==> config.mk <==
export PLATFORM = sky130hd
export DESIGN_NAME = lsr_serdes
export DESIGN_NICKNAME = d
export VERILOG_FILES = /design/src/rtl/lsr_pkg.sv /design/src/rtl/lsr_lane_if.sv /design/src/rtl/lsr_rx_lane.sv /design/src/rtl/lsr_serdes.sv
export SDC_FILE = /design/constraint.sdc
export NUM_CORES = 1
export LEC_CHECK = 0
export ABC_AREA = 1
export BUFFER_PORTS_ARGS = -buffer_cell sky130_fd_sc_hd__buf_2
export CAP_MARGIN = 20
export CORE_UTILIZATION = 60
export CTS_BUF_LIST = sky130_fd_sc_hd__clkbuf_4 sky130_fd_sc_hd__clkbuf_8 sky130_fd_sc_hd__clkbuf_16
export DETAILED_ROUTE_END_ITERATION = 10
export HOLD_SLACK_MARGIN = 0.12
export PLACE_DENSITY = 0.86
export SETUP_SLACK_MARGIN = 0.15
export SYNTH_ARGS = -nofsm -noshare
export SYNTH_HDL_FRONTEND = slang
export SYNTH_HIERARCHICAL = 1
export SYNTH_SLANG_ARGS = --single-unit
==> constraint.sdc <==
create_clock -name i_clk_sys -period 5.64 [get_ports i_clk_sys]
set_input_delay 0.282 -clock i_clk_sys [delete_from_list [all_inputs] [get_ports i_clk_sys]]
set_output_delay 0.282 -clock i_clk_sys [all_outputs]
set_load 0.01 [all_outputs]
==> src/rtl/lsr_pkg.sv <==
// constants, types and helpers shared by the serdes block
package lsr_pkg;

    // ------------------------------------------------------------------
    // conversion modes and factors
    // ------------------------------------------------------------------
    typedef enum logic [1:0] {
        LSR_MODE_X1,
        LSR_MODE_X4,
        LSR_MODE_X7,
        LSR_MODE_X8
    } lsr_mode_t;

    localparam int          LSR_CHANNELS   = 16;
    localparam int          LSR_LANE_W     = 8;
    localparam int          LSR_BUS_W      = 128;
    localparam logic [3:0]  LSR_FAC_X1     = 4'h1;
    localparam logic [3:0]  LSR_FAC_X4     = 4'h4;
    localparam logic [3:0]  LSR_FAC_X7     = 4'h7;
    localparam logic [3:0]  LSR_FAC_X8     = 4'h8;
    localparam logic [3:0]  LSR_FAC_TX_X1  = 4'h8;

    // ------------------------------------------------------------------
    // rates of the highest-rate operation, in kHz
    // ------------------------------------------------------------------
    localparam int          LSR_FWD_KHZ    = 77760;
    localparam int          LSR_BIT_KHZ    = 622080;
    localparam int          LSR_X8_RATIO   = LSR_BIT_KHZ / LSR_FWD_KHZ;

    // ------------------------------------------------------------------
    // alignment and calibration
    // ------------------------------------------------------------------
    localparam int          LSR_RX_LAG     = 2;
    localparam logic [2:0]  LSR_CAL_ONE_X4 = 3'h2;
    localparam logic [2:0]  LSR_CAL_ONE_X7 = 3'h4;
    localparam logic [2:0]  LSR_CAL_ONE_X8 = 3'h4;
    localparam logic [1:0]  LSR_PHASE_MAX  = 2'h3;
    localparam logic [2:0]  LSR_IDX_RST    = 3'h0;
    localparam logic [2:0]  LSR_TX_IDX_RST = 3'h7;

    function automatic logic [3:0] lsr_factor(input lsr_mode_t m);
        case (m)
            LSR_MODE_X4: lsr_factor = LSR_FAC_X4;
            LSR_MODE_X7: lsr_factor = LSR_FAC_X7;
            LSR_MODE_X8: lsr_factor = LSR_FAC_X8;
            default:     lsr_factor = LSR_FAC_X1;
        endcase
    endfunction

endpackage

==> src/rtl/lsr_lane_if.sv <==
// per-channel link between the receive control and one receive lane
`timescale 1ns/1ps
interface lsr_lane_if;
    import lsr_pkg::*;
    logic [3:0]            factor;
    logic [2:0]            idx;
    logic                  last;
    logic                  cal;
    logic                  cal_start;
    logic                  ser;
    logic [LSR_LANE_W-1:0] word;
    logic                  done;

    modport ctl  (output factor, idx, last, cal, cal_start, ser, input word, done);
    modport lane (input factor, idx, last, cal, cal_start, ser, output word, done);
endinterface

==> src/rtl/lsr_rx_lane.sv <==
// one receive channel: phase pick, calibration and deserializer
`timescale 1ns/1ps
module lsr_rx_lane
    import lsr_pkg::*;
(
    input  wire logic   i_clk_sys,
    input  wire logic   i_nrst,
    lsr_lane_if.lane    lif
);

    logic [2:0]            hist_r,  hist_nxt;
    logic [1:0]            phase_r, phase_nxt;
    logic                  seen_r,  seen_nxt;
    logic [2:0]            first_r, first_nxt;
    logic                  done_r,  done_nxt;
    logic [LSR_LANE_W-1:0] acc_r,   acc_nxt;
    logic [LSR_LANE_W-1:0] word_r,  word_nxt;
    logic [3:0]            taps;
    logic                  sample;
    logic [2:0]            expect_one;
    logic [2:0]            late;

    assign taps   = {hist_r, lif.ser};
    assign sample = taps[phase_r];

    always_comb
    begin
        case (lif.factor)
            LSR_FAC_X4: expect_one = LSR_CAL_ONE_X4;
            LSR_FAC_X7: expect_one = LSR_CAL_ONE_X7;
            default:    expect_one = LSR_CAL_ONE_X8;
        endcase
    end

    // ------------------------------------------------------------------
    // next state
    // ------------------------------------------------------------------
    always_comb
    begin
        hist_nxt  = {hist_r[1:0], lif.ser};
        phase_nxt = phase_r;
        seen_nxt  = seen_r;
        first_nxt = first_r;
        done_nxt  = done_r;
        acc_nxt   = acc_r;
        word_nxt  = word_r;
        late      = first_nxt - expect_one;
        if (lif.cal_start)
            done_nxt = 1'b0;
        if (lif.cal)
        begin
            // first one of the pattern marks this lane's lateness
            if (lif.idx == LSR_IDX_RST)
                seen_nxt = 1'b0;
            if (!seen_nxt && lif.ser)
            begin
                seen_nxt  = 1'b1;
                first_nxt = lif.idx;
            end
            late = first_nxt - expect_one;
            if (lif.last && seen_nxt)
            begin
                if (first_nxt < expect_one)
                    phase_nxt = 2'h0;
                else if (late > 3'(LSR_PHASE_MAX))
                    phase_nxt = LSR_PHASE_MAX;
                else
                    phase_nxt = late[1:0];
                done_nxt = 1'b1;
                seen_nxt = 1'b0;
            end
        end
        else
        begin
            // bit 0 earliest, lands in word bit 0
            if (lif.idx == LSR_IDX_RST)
                acc_nxt = '0;
            acc_nxt[lif.idx] = sample;
            if (lif.last)
                word_nxt = acc_nxt;
        end
    end

    // ------------------------------------------------------------------
    // registers
    // ------------------------------------------------------------------
    always_ff @(posedge i_clk_sys or negedge i_nrst)
    begin
        if (!i_nrst)
        begin
            hist_r  <= '0;
            phase_r <= '0;
            seen_r  <= 1'b0;
            first_r <= '0;
            done_r  <= 1'b0;
            acc_r   <= '0;
            word_r  <= '0;
        end
        else
        begin
            hist_r  <= hist_nxt;
            phase_r <= phase_nxt;
            seen_r  <= seen_nxt;
            first_r <= first_nxt;
            done_r  <= done_nxt;
            acc_r   <= acc_nxt;
            word_r  <= word_nxt;
        end
    end

    assign lif.word = word_r;
    assign lif.done = done_r;
endmodule // lsr_rx_lane

==> src/rtl/lsr_serdes.sv <==
// serial receive and transmit converter with deskew and clock outputs
// ----------------------------------------------------------------------
// ----------------------------------------------------------------------
`timescale 1ns/1ps
module lsr_serdes
    import lsr_pkg::*;
(
    input  wire logic                    i_clk_sys,
    input  wire logic                    i_nrst,
    input  wire logic [1:0]              i_mode,
    input  wire logic                    i_fwd_clk,
    input  wire logic [LSR_CHANNELS-1:0] i_rx_ser,
    input  wire logic                    i_cal_req,
    input  wire logic                    i_tx_ext_clk,
    input  wire logic                    i_tx_ref_sel,
    input  wire logic [LSR_BUS_W-1:0]    i_tx_data,
    output logic [LSR_BUS_W-1:0]         o_rx_data,
    output logic                         o_rx_valid,
    output logic [LSR_CHANNELS-1:0]      o_rx_bypass,
    output logic                         o_rx_clk_1x,
    output logic                         o_rx_cal_done,
    output logic                         o_tx_ready,
    output logic [LSR_CHANNELS-1:0]      o_tx_ser,
    output logic                         o_tx_clk
);

    lsr_mode_t  mode;
    logic [3:0] rx_fac;
    logic [3:0] tx_fac;

    assign mode   = lsr_mode_t'(i_mode);
    assign rx_fac = lsr_factor(mode);
    assign tx_fac = (mode == LSR_MODE_X1) ? LSR_FAC_TX_X1 : rx_fac;

    // ------------------------------------------------------------------
    // pin synchronisers
    // ------------------------------------------------------------------
    logic [LSR_CHANNELS-1:0] ser_s1_r, ser_s2_r;
    logic [2:0]              fwd_r, cal_r, ext_r;

    always_ff @(posedge i_clk_sys or negedge i_nrst)
    begin
        if (!i_nrst)
        begin
            ser_s1_r <= '0;
            ser_s2_r <= '0;
            fwd_r    <= '0;
            cal_r    <= '0;
            ext_r    <= '0;
        end
        else
        begin
            ser_s1_r <= i_rx_ser;
            ser_s2_r <= ser_s1_r;
            fwd_r    <= {fwd_r[1:0], i_fwd_clk};
            cal_r    <= {cal_r[1:0], i_cal_req};
            ext_r    <= {ext_r[1:0], i_tx_ext_clk};
        end
    end

    logic fwd_edge;
    logic ext_edge;
    logic cal_start;
    assign fwd_edge  = fwd_r[1] & ~fwd_r[2];
    assign ext_edge  = ext_r[1] & ~ext_r[2];
    assign cal_start = cal_r[1] & ~cal_r[2];

    // ------------------------------------------------------------------
    // receive bit timing
    // ------------------------------------------------------------------
    logic [2:0]  rx_idx_r, rx_idx_nxt;
    logic        edge_d_r;
    logic        rx_last;
    logic        rx_valid_r, rx_valid_nxt;
    logic        rx_clk_r, rx_clk_nxt;
    logic        rx_done_r, rx_done_nxt;
    logic [LSR_CHANNELS-1:0] lane_done;
    logic [LSR_CHANNELS-1:0] bypass_r;

    assign rx_last = (mode != LSR_MODE_X1) && ({1'b0, rx_idx_r} == rx_fac - 4'h1);

    always_comb
    begin
        // bit 0 starts two bit periods after the forwarded edge
        if (edge_d_r)
            rx_idx_nxt = LSR_IDX_RST;
        else if (({1'b0, rx_idx_r} >= rx_fac - 4'h1) || (mode == LSR_MODE_X1))
            rx_idx_nxt = LSR_IDX_RST;
        else
            rx_idx_nxt = rx_idx_r + 3'h1;
        rx_valid_nxt = rx_last && !cal_r[1];
        if (mode == LSR_MODE_X1)
            rx_clk_nxt = fwd_r[1];
        else
            rx_clk_nxt = ({1'b0, rx_idx_nxt} < (rx_fac >> 1)) || (rx_idx_nxt == LSR_IDX_RST);
        rx_done_nxt = &lane_done;
    end

    always_ff @(posedge i_clk_sys or negedge i_nrst)
    begin
        if (!i_nrst)
        begin
            rx_idx_r   <= LSR_IDX_RST;
            edge_d_r   <= 1'b0;
            rx_valid_r <= 1'b0;
            rx_clk_r   <= 1'b0;
            rx_done_r  <= 1'b0;
            bypass_r   <= '0;
        end
        else
        begin
            rx_idx_r   <= rx_idx_nxt;
            edge_d_r   <= fwd_edge;
            rx_valid_r <= rx_valid_nxt;
            rx_clk_r   <= rx_clk_nxt;
            rx_done_r  <= rx_done_nxt;
            bypass_r   <= ser_s2_r;
        end
    end

    // ------------------------------------------------------------------
    // receive lanes
    // ------------------------------------------------------------------
    lsr_lane_if lif [LSR_CHANNELS] ();

    genvar g;
    generate
        for (g = 0; g < LSR_CHANNELS; g++)
        begin : g_lane
            assign lif[g].factor    = rx_fac;
            assign lif[g].idx       = rx_idx_r;
            assign lif[g].last      = rx_last;
            assign lif[g].cal       = cal_r[1];
            assign lif[g].cal_start = cal_start;
            assign lif[g].ser       = ser_s2_r[g];
            assign lane_done[g]     = lif[g].done;
            assign o_rx_data[g*LSR_LANE_W +: LSR_LANE_W] = lif[g].word;

            lsr_rx_lane u_lane (
                .i_clk_sys (i_clk_sys),
                .i_nrst    (i_nrst),
                .lif       (lif[g])
            );
        end
    endgenerate

    assign o_rx_valid    = rx_valid_r;
    assign o_rx_bypass   = bypass_r;
    assign o_rx_clk_1x   = rx_clk_r;
    assign o_rx_cal_done = rx_done_r;

    // ------------------------------------------------------------------
    // transmit bit timing and serializer
    // ------------------------------------------------------------------
    logic [2:0]              tx_idx_r, tx_idx_nxt;
    logic [LSR_BUS_W-1:0]    tx_word_r, tx_word_nxt;
    logic [LSR_CHANNELS-1:0] tx_ser_r, tx_ser_nxt;
    logic                    tx_clk_r, tx_clk_nxt;
    logic                    tx_ref_edge;

    assign tx_ref_edge = i_tx_ref_sel ? edge_d_r : ext_edge;

    always_comb
    begin
        logic [LSR_LANE_W-1:0] w8;
        w8 = '0;
        if (tx_ref_edge || ({1'b0, tx_idx_r} >= tx_fac - 4'h1))
            tx_idx_nxt = LSR_IDX_RST;
        else
            tx_idx_nxt = tx_idx_r + 3'h1;
        tx_word_nxt = (tx_idx_nxt == LSR_IDX_RST) ? i_tx_data : tx_word_r;
        for (int c = 0; c < LSR_CHANNELS; c++)
        begin
            w8 = tx_word_nxt[c*LSR_LANE_W +: LSR_LANE_W];
            tx_ser_nxt[c] = w8[tx_idx_nxt];
        end
        tx_clk_nxt = ({1'b0, tx_idx_nxt} < (tx_fac >> 1));
    end

    always_ff @(posedge i_clk_sys or negedge i_nrst)
    begin
        if (!i_nrst)
        begin
            tx_idx_r  <= LSR_TX_IDX_RST;
            tx_word_r <= '0;
            tx_ser_r  <= '0;
            tx_clk_r  <= 1'b0;
        end
        else
        begin
            tx_idx_r  <= tx_idx_nxt;
            tx_word_r <= tx_word_nxt;
            tx_ser_r  <= tx_ser_nxt;
            tx_clk_r  <= tx_clk_nxt;
        end
    end

    assign o_tx_ready = (tx_idx_nxt == LSR_IDX_RST);
    assign o_tx_ser   = tx_ser_r;
    assign o_tx_clk   = tx_clk_r;
endmodule // lsr_serdes

=== Yosys cells after proc, flatten, opt, wreduce, memory -nomap -nowiden ===
Index checks and enable logic that the tools add are counted.

* Flip-flop bits (word level): 628
* Input port bits: 152
* Logic and storage cells: 607

* Add/sub/neg operators: 20
* $lt $le $gt $ge: 55
* Eq/ne operators: 5
* Multiplexer cells: 315
* Bitwise gates (word level): 7
* Reduce and logical (&&, ||, !) cells: 78

{| class="wikitable"
|+ Operators by type and width
! operator !! number
|-
| 2-to-1 mux 8 bit || 32
|-
| 2-to-1 mux 1 bit || 163
|-
| bitwise mux 8 bit || 16
|-
| 2-to-1 mux 128 bit || 1
|-
| 2-to-1 mux 3 bit || 36
|-
| 2-to-1 mux 2 bit || 32
|-
| less-than comparator 3 bit || 18
|-
| binary-select mux 1 bit (select 3 bit) || 16
|-
| greater-than comparator 3 x 2 -> 1 bit, second input constant || 16
|-
| less-than comparator 2 x 3 -> 1 bit, second input constant || 16
|-
| subtractor 3 bit || 16
|-
| logical AND 1 bit || 35
|-
| AND reduction 2 bit || 17
|-
| binary-select mux 1 bit (select 2 bit) || 16
|-
| zero test 1 bit || 17
|-
| AND reduction 16 bit || 1
|-
| case mux 4 bit (3 select lines) || 1
|-
| zero test 3 bit || 3
|-
| greater-or-equal comparator 3 x 4 -> 1 bit || 2
|-
| less-than comparator 3 x 4 -> 1 bit, second input constant || 2
|-
| subtractor 4 x 1 -> 4 bit, second input constant || 2
|-
| adder 3 x 1 -> 3 bit, second input constant || 2
|-
| == test 2 bit, second input constant || 2
|-
| == test 3 x 4 -> 1 bit || 1
|-
| 10 further kinds || 17
|}

=== Logic depth before layout (Yosys ltp) ===
* Word-level depth: 11
* Gate-level depth with buffers: 18
* Depth with buffers taken out: 16

=== Modules after synthesis ===
The synthesis kept the hierarchy.

{| class="wikitable"
|+ Modules (own cells, without submodules)
! module !! instances !! cells each !! area each (um^2) !! sequential area each (um^2)
|-
| lsr_rx_lane at g_lane[10].u_lane ... || 15 || 162 || 1,362.6 || 650.6
|-
| lsr_serdes || 1 || 1,148 || 9,359.0 || 5,308.8
|-
| lsr_rx_lane at g_lane[0].u_lane || 1 || 160 || 1,322.5 || 650.6
|}

=== Least setup slack after synthesis ===
No wires, ideal clock.

* Kind: input-to-reg
* Start: in i_mode[0]
* End: reg g_lane[0].u_lane.word_r[0]
* Data arrival time: 5,025 ps
* Required time: 5,517 ps
* Setup slack: 492 ps
* Stages: 14
* Cells stage by stage: inv_1 ha_1 inv_1 xor2_1 ha_1 nand2_1 nor2_1 nand2_1 nor2_1 inv_1 nor2_8 clkinv_1 nand2_1 o21ai_1

* Word-level cells in the longest chain between the ends: 6
* Elaborated cells on any way between the ends: 9

{| class="wikitable"
|+ Ends and longest elaborated chain
! what !! RTL line !! source
|-
| from (decl) || lsr_serdes.sv:10 || <nowiki>input wire logic [1:0] i_mode,</nowiki>
|-
| == test 2 bit / == test 2 x 1 -> 1 bit (equally long branches) || lsr_pkg.sv:42 || <nowiki>case (m)</nowiki>
|-
| case mux 4 bit (3 select lines) (*) || lsr_pkg.sv:42 ||
|-
| net lif[0].factor[2] || lsr_lane_if.sv:5 || <nowiki>logic [3:0] factor;</nowiki>
|-
| subtractor 4 x 1 -> 4 bit (*) || lsr_serdes.sv:80 || <nowiki>assign rx_last = (mode != LSR_MODE_X1) && ({1'b0, rx_idx_r} == rx_fac - 4'h1);</nowiki>
|-
| == test 3 x 4 -> 1 bit (*) || lsr_serdes.sv:80 ||
|-
| logical AND 1 bit (*) || lsr_serdes.sv:80 ||
|-
| net lif[0].last || lsr_lane_if.sv:7 || <nowiki>logic last;</nowiki>
|-
| AND reduction 2 bit (no line) (*) || -- ||
|-
| to (signal assigned) || lsr_rx_lane.sv:107 || <nowiki>word_r <= word_nxt;</nowiki>
|-
| to (decl) || lsr_rx_lane.sv:17 || <nowiki>logic [LSR_LANE_W-1:0] word_r, word_nxt;</nowiki>
|}

Mark *: on every way through the listed nets, which the timed path passes. The rest lies on a longest branch.
A chain may end at the register's enable or synchronous reset.

=== Worst setup path in the final report ===
* Start: reg tx_idx_r[0]
* End: reg tx_ser_r[11], in the netlist o_tx_ser[11]

* Word-level cells in the longest chain between the ends: 7
* Elaborated cells on any way between the ends: 8

{| class="wikitable"
|+ Ends and longest elaborated chain
! what !! RTL line !! source
|-
| from (decl) || lsr_serdes.sv:155 || <nowiki>logic [2:0] tx_idx_r, tx_idx_nxt;</nowiki>
|-
| from (signal assigned) || lsr_serdes.sv:191 || <nowiki>tx_idx_r <= tx_idx_nxt;</nowiki>
|-
| greater-or-equal comparator 3 x 4 -> 1 bit || lsr_serdes.sv:167 || <nowiki>if (tx_ref_edge || ({1'b0, tx_idx_r} >= tx_fac - 4'h1))</nowiki>
|-
| logical OR 1 bit || lsr_serdes.sv:167 ||
|-
| 2-to-1 mux 3 bit (*) || lsr_serdes.sv:167 ||
|-
| zero test 3 bit || lsr_serdes.sv:171 || <nowiki>tx_word_nxt = (tx_idx_nxt == LSR_IDX_RST) ? i_tx_data : tx_word_r;</nowiki>
|-
| 2-to-1 mux 128 bit || lsr_serdes.sv:171 ||
|-
| binary-select mux 1 bit (select 3 bit) (*) || lsr_serdes.sv:175 || <nowiki>tx_ser_nxt[c] = w8[tx_idx_nxt];</nowiki>
|-
| 2-to-1 mux 1 bit (not written as such) (*) || lsr_serdes.sv:175 ||
|-
| net tx_ser_nxt[11] || lsr_serdes.sv:157 || <nowiki>logic [LSR_CHANNELS-1:0] tx_ser_r, tx_ser_nxt;</nowiki>
|-
| to (signal assigned) || lsr_serdes.sv:193 || <nowiki>tx_ser_r <= tx_ser_nxt;</nowiki>
|-
| to (decl) || lsr_serdes.sv:157 ||
|}

Mark *: on every way through the listed nets, which the timed path passes. The rest lies on a longest branch. The select of a mux whose other input is x is not followed.

==> run_results.csv <==
group,metric,value,unit
timing,hold_viol_final,0,
detailed_routing,drcViolationCount,0,
timing,fin_crit_sh,0.639,
cts,cts_root_buf,"clkbuf_16",
timing,fmax,277,MHz
worst_setup_path,crit_path_start_kind,"flip-flop",
worst_setup_path,worstPathMaxFanout,87,
timing,rsz0062_at_grt,"false",
worst_setup_path,crit_chain,"inv_1, ha_1, inv_1, a21oi_2, nor2_4, o21ai_2, buf_4, nand2_4, buf_4, nand2_1, nand3_1, nand2_1, nor2_1, nand2_1, nand2_1, inv_1",
power,p_seq_frac,0.354,
global_routing,grt_first_pass_wirelength,135,mm
power,swShare,0.411,
cts,htreeDepth,3,
detailed_routing,post_drt_wl_per_cell,16.6,microns
synthesis,syn_area,0.0311,sq mm
global_routing,antenna_found_initial,11,
synthesis,synth_top_area_share,0.503,
timing,finalWorstSetupSlack,2.04,ns
power,power_frac_comb,0.396,
finish,final_cells,4909,
synthesis,synth_edf_count,0,
detailed_routing,vias_per_cell,5.49,
cts,clk_latency,0.62,ns
finish,nFillCells,3606,
cts,cts_resized,0,
die,ios,317,
power,leakagePower,19.6,nW
worst_setup_path,reg2reg_from,"tx_idx_r[0]",
cts,cts_buffers,68,
synthesis,synthFlopType,"dfrtp_1",
detailed_routing,postRouteAntennaNets,0,
cts,clock_sinks,628,
synthesis,yosys-top-cells-area,"dfrtp_1 50%, nand2_1 18%, nand3_1 5.2%",
synthesis,yosys-top-cells-count,"1482 x nand2_1, 625 x dfrtp_1, 372 x inv_1, 322 x nand3_1, 145 x o21ai_0",
synthesis,async_flop_share,1.00,
placed_design,dp_hpwl,46.7,mm
synthesis,yosysUniqueCellTypes,39,
synthesis,ys_ff_latch,628,
placed_design,port_buffers,316,
global_routing,grt.overflow.total,0,
die,rows,83,
placed_design,place_ws,2.07,ns
timing,tightestPinTransition,0.949,ns
synthesis,syn_inst,3738,
die,initial_core_util,0.607,
die,die_area,0.0528,sq mm
detailed_routing,routed_wl,81.7,mm
timing,slew_violations,0,
hold_path,worstHoldStart,"i_mode[1]",
timing,fin_setup_tns,0,ns
detailed_routing,vias,26900,
timing,min_period,3.60,ns
worst_setup_path,cp-startpoint,"tx_idx_r[0]",
synthesis,yosysTopAreaCell,"dfrtp_1",
detailed_routing,drt-pass1-iter-count,7,
die,coreArea,0.0513,sq mm
die,chipWidth,230,microns
power,p_sw,7.87,mW
run_status,outcome,"complete, no violations",
finish,area_delta_synth_final,18.8,%
finish,nets,4375,
synthesis,synth.most_common_cell,"nand2_1",
worst_setup_path,end_kind,"flip-flop",
flow_run,cap_violations,0,
power,power_frac_clock,0.250,
worst_setup_path,cp_slowest_cell,"nand2_4",
power,ir_drop,490,uV
timing,finalClockSkew,0.0323,ns
synthesis,syn-num-nets,3940,
global_routing,grt_pass1_vias,26800,
cts,ctsLongestPathBuffers,3,
timing,finalSetupViolations,0,
worst_setup_path,cp.buffers_inverters,5,
worst_setup_path,cp_slowest_stage_delay,0.75,ns
hold_path,min_path_type,"in -> reg",
synthesis,ys_seq_area_frac,0.505,
cts,cts_tree,"yes",
synthesis,synth_area_per_cell,8.33,sq um
detailed_routing,drt_iter0_drc,2512,
finish,multi_input_area,0.0130,sq mm
timing,relSlewSlack,0.367,
global_routing,grt_use_total,0.319,
worst_setup_path,path_class,"reg -> reg",
synthesis,yosys_warnings,6,
die,die_h,230,microns
placed_design,post-place-cells,4635,
power,p_int,11.3,mW
global_routing,grt_start_max_net_pins,148,
worst_setup_path,crit_family,"simple AND/OR/NAND/NOR gates",
power,power.density,518,mW/mm^2
cts,clk_pin_slew,0.07,ns
power,power,19.1,mW
placed_design,place_congestion,0.837,
finish,final-seq-area,0.0157,sq mm
worst_setup_path,crit_top_cell,"nand2_1",
worst_setup_path,worst_ep_arrival_time,4.11,ns
worst_setup_path,critPathRequiredTime,6.15,ns
finish,drive_above_1_share,0.184,
path summary, 6_finish.rpt:
| kind | end | slack [ns] | cells past startpoint |
|---|---|---|---|
| max | o_tx_ser[11] | 2.04 | 16 |
| max reg2reg | o_tx_ser[11] | 2.04 | 16 |
| max in group asynchronous | g_lane[14].u_lane/lif.word[4] | 3.94 | 3 |
| min in group asynchronous | tx_word_r[54] | 0.35 | 2 |
| min reg2reg | ser_s2_r[6] | 0.34 | 0 |
| min | o_tx_clk | 0.27 | 5 |
worst reg2reg max path, cell delays in order (launching register included):
cell,delay (ns)
dfstp_2,0.53
inv_1,0.10
ha_1,0.31
inv_1,0.07
a21oi_2,0.07
nor2_4,0.20
o21ai_2,0.08
buf_4,0.28
nand2_4,0.76
buf_4,0.46
nand2_1,0.14
nand3_1,0.09
nand2_1,0.06
nor2_1,0.15
nand2_1,0.08
nand2_1,0.07
inv_1,0.07
flip-flops by register name, summed over array words and instances (netlist names), 3 cells and up:
register,flops
o_tx_ser,16
cal_r,3
g_lane.u_lane/first_r,48
lif.idx,3
fwd_r,3
g_lane.u_lane/phase_r,32
tx_word_r,128
ser_s2_r,16
g_lane.u_lane/lif.word,128
ser_s1_r,16
g_lane.u_lane/acc_r,128
g_lane.u_lane/lif.done,16
o_rx_bypass,16
g_lane.u_lane/seen_r,16
tx_idx_r,3
ext_r,3
g_lane.u_lane/hist_r,48
cell families (layout without fill, tap and decap cells):
logic type               after synthesis  count (layout)  synth area share
AO/OA/AOI/OAI                        348             348            0.0727
XOR/XNOR                               3               3          0.000844
adder cells (fa/ha/maj)               50              50            0.0240
buffers and inverters                547            1034            0.0788
flip-flops                           628             628             0.505
other                                  0               4                 0
AND/OR/NAND/NOR                     2162            2162             0.319
metrics by stage:
stage	util	cell area, sq um	hold slack (ns)
2_1_floorplan	-	31100	-0.0136
3_3_place_gp	0.644	33000	0.332
3_5_place_dp	0.644	33000	0.335
4_1_cts	0.720	37000	0.235
5_1_grt	0.721	37000	0.298
6_report	0.721	37000	0.266
placed cells by master (no fill, tap or decap), types with 3 or more instances in the layout:
master and count:
and2_1 32, diode_2 4, o211ai_1 32, dfstp_2 3
ha_1 34, dlygate4sd3_1 148, nor2_1 139, clkbuf_16 73
dfrtp_4 4, clkbuf_8 17, bufinv_16 7, o21ai_0 145
dfrtp_1 621, buf_12 9, buf_4 16, nor2_4 18
clkbuf_4 10, buf_2 315, nor3_2 16, nand2_2 34
a31oi_1 17, clkinv_1 18, fa_1 16, nand3_1 322
a21oi_1 20, o21ai_1 24, nor4_1 17, inv_2 33
o21ai_2 107, nor2_8 16, nand2_1 1481, inv_1 372
nand2_4 64, nand3_4 15, clkinv_2 10, nand4_1 4
timing repair:
action	4_1_cts	5_1_grt
hold endpoints to repair	240	0
hold buffers	148	0
setup buffers	0	0
power groups by stage:
stage          clock network (mW)  registers (mW)  logic [mW]
6_report                     4.79            6.77        7.57
3_3_place_gp                    0            6.73        6.87
3_5_place_dp                    0            6.76        7.10
2_1_floorplan                   0            6.65        5.43
5_1_grt                      5.04            6.91        8.41
4_1_cts                      4.84            6.71        7.28
routing by layer:
metal  up-vias  track usage  wire length [microns]
met1     12800        0.407                  32500
met5         -            0                     72
met2      1212        0.512                  39100
li1      12600            -                      -
met3       322       0.0717                   6150
met4        12        0.163                   3840
final cells by class:
| cell class | count | share of cell area |
|---|---|---|
| Antenna cell | 4 | 0.000271 |
| Clock buffer | 100 | 0.0578 |
| Clock inverter | 22 | 0.00822 |
| Inverter | 423 | 0.0429 |
| Multi-Input combinational cell | 2563 | 0.351 |
| Sequential cell | 628 | 0.426 |
| Tap cell | 680 | 0.0230 |
| Timing Repair Buffer | 489 | 0.0912 |
(Power assumes the default switching activity.)
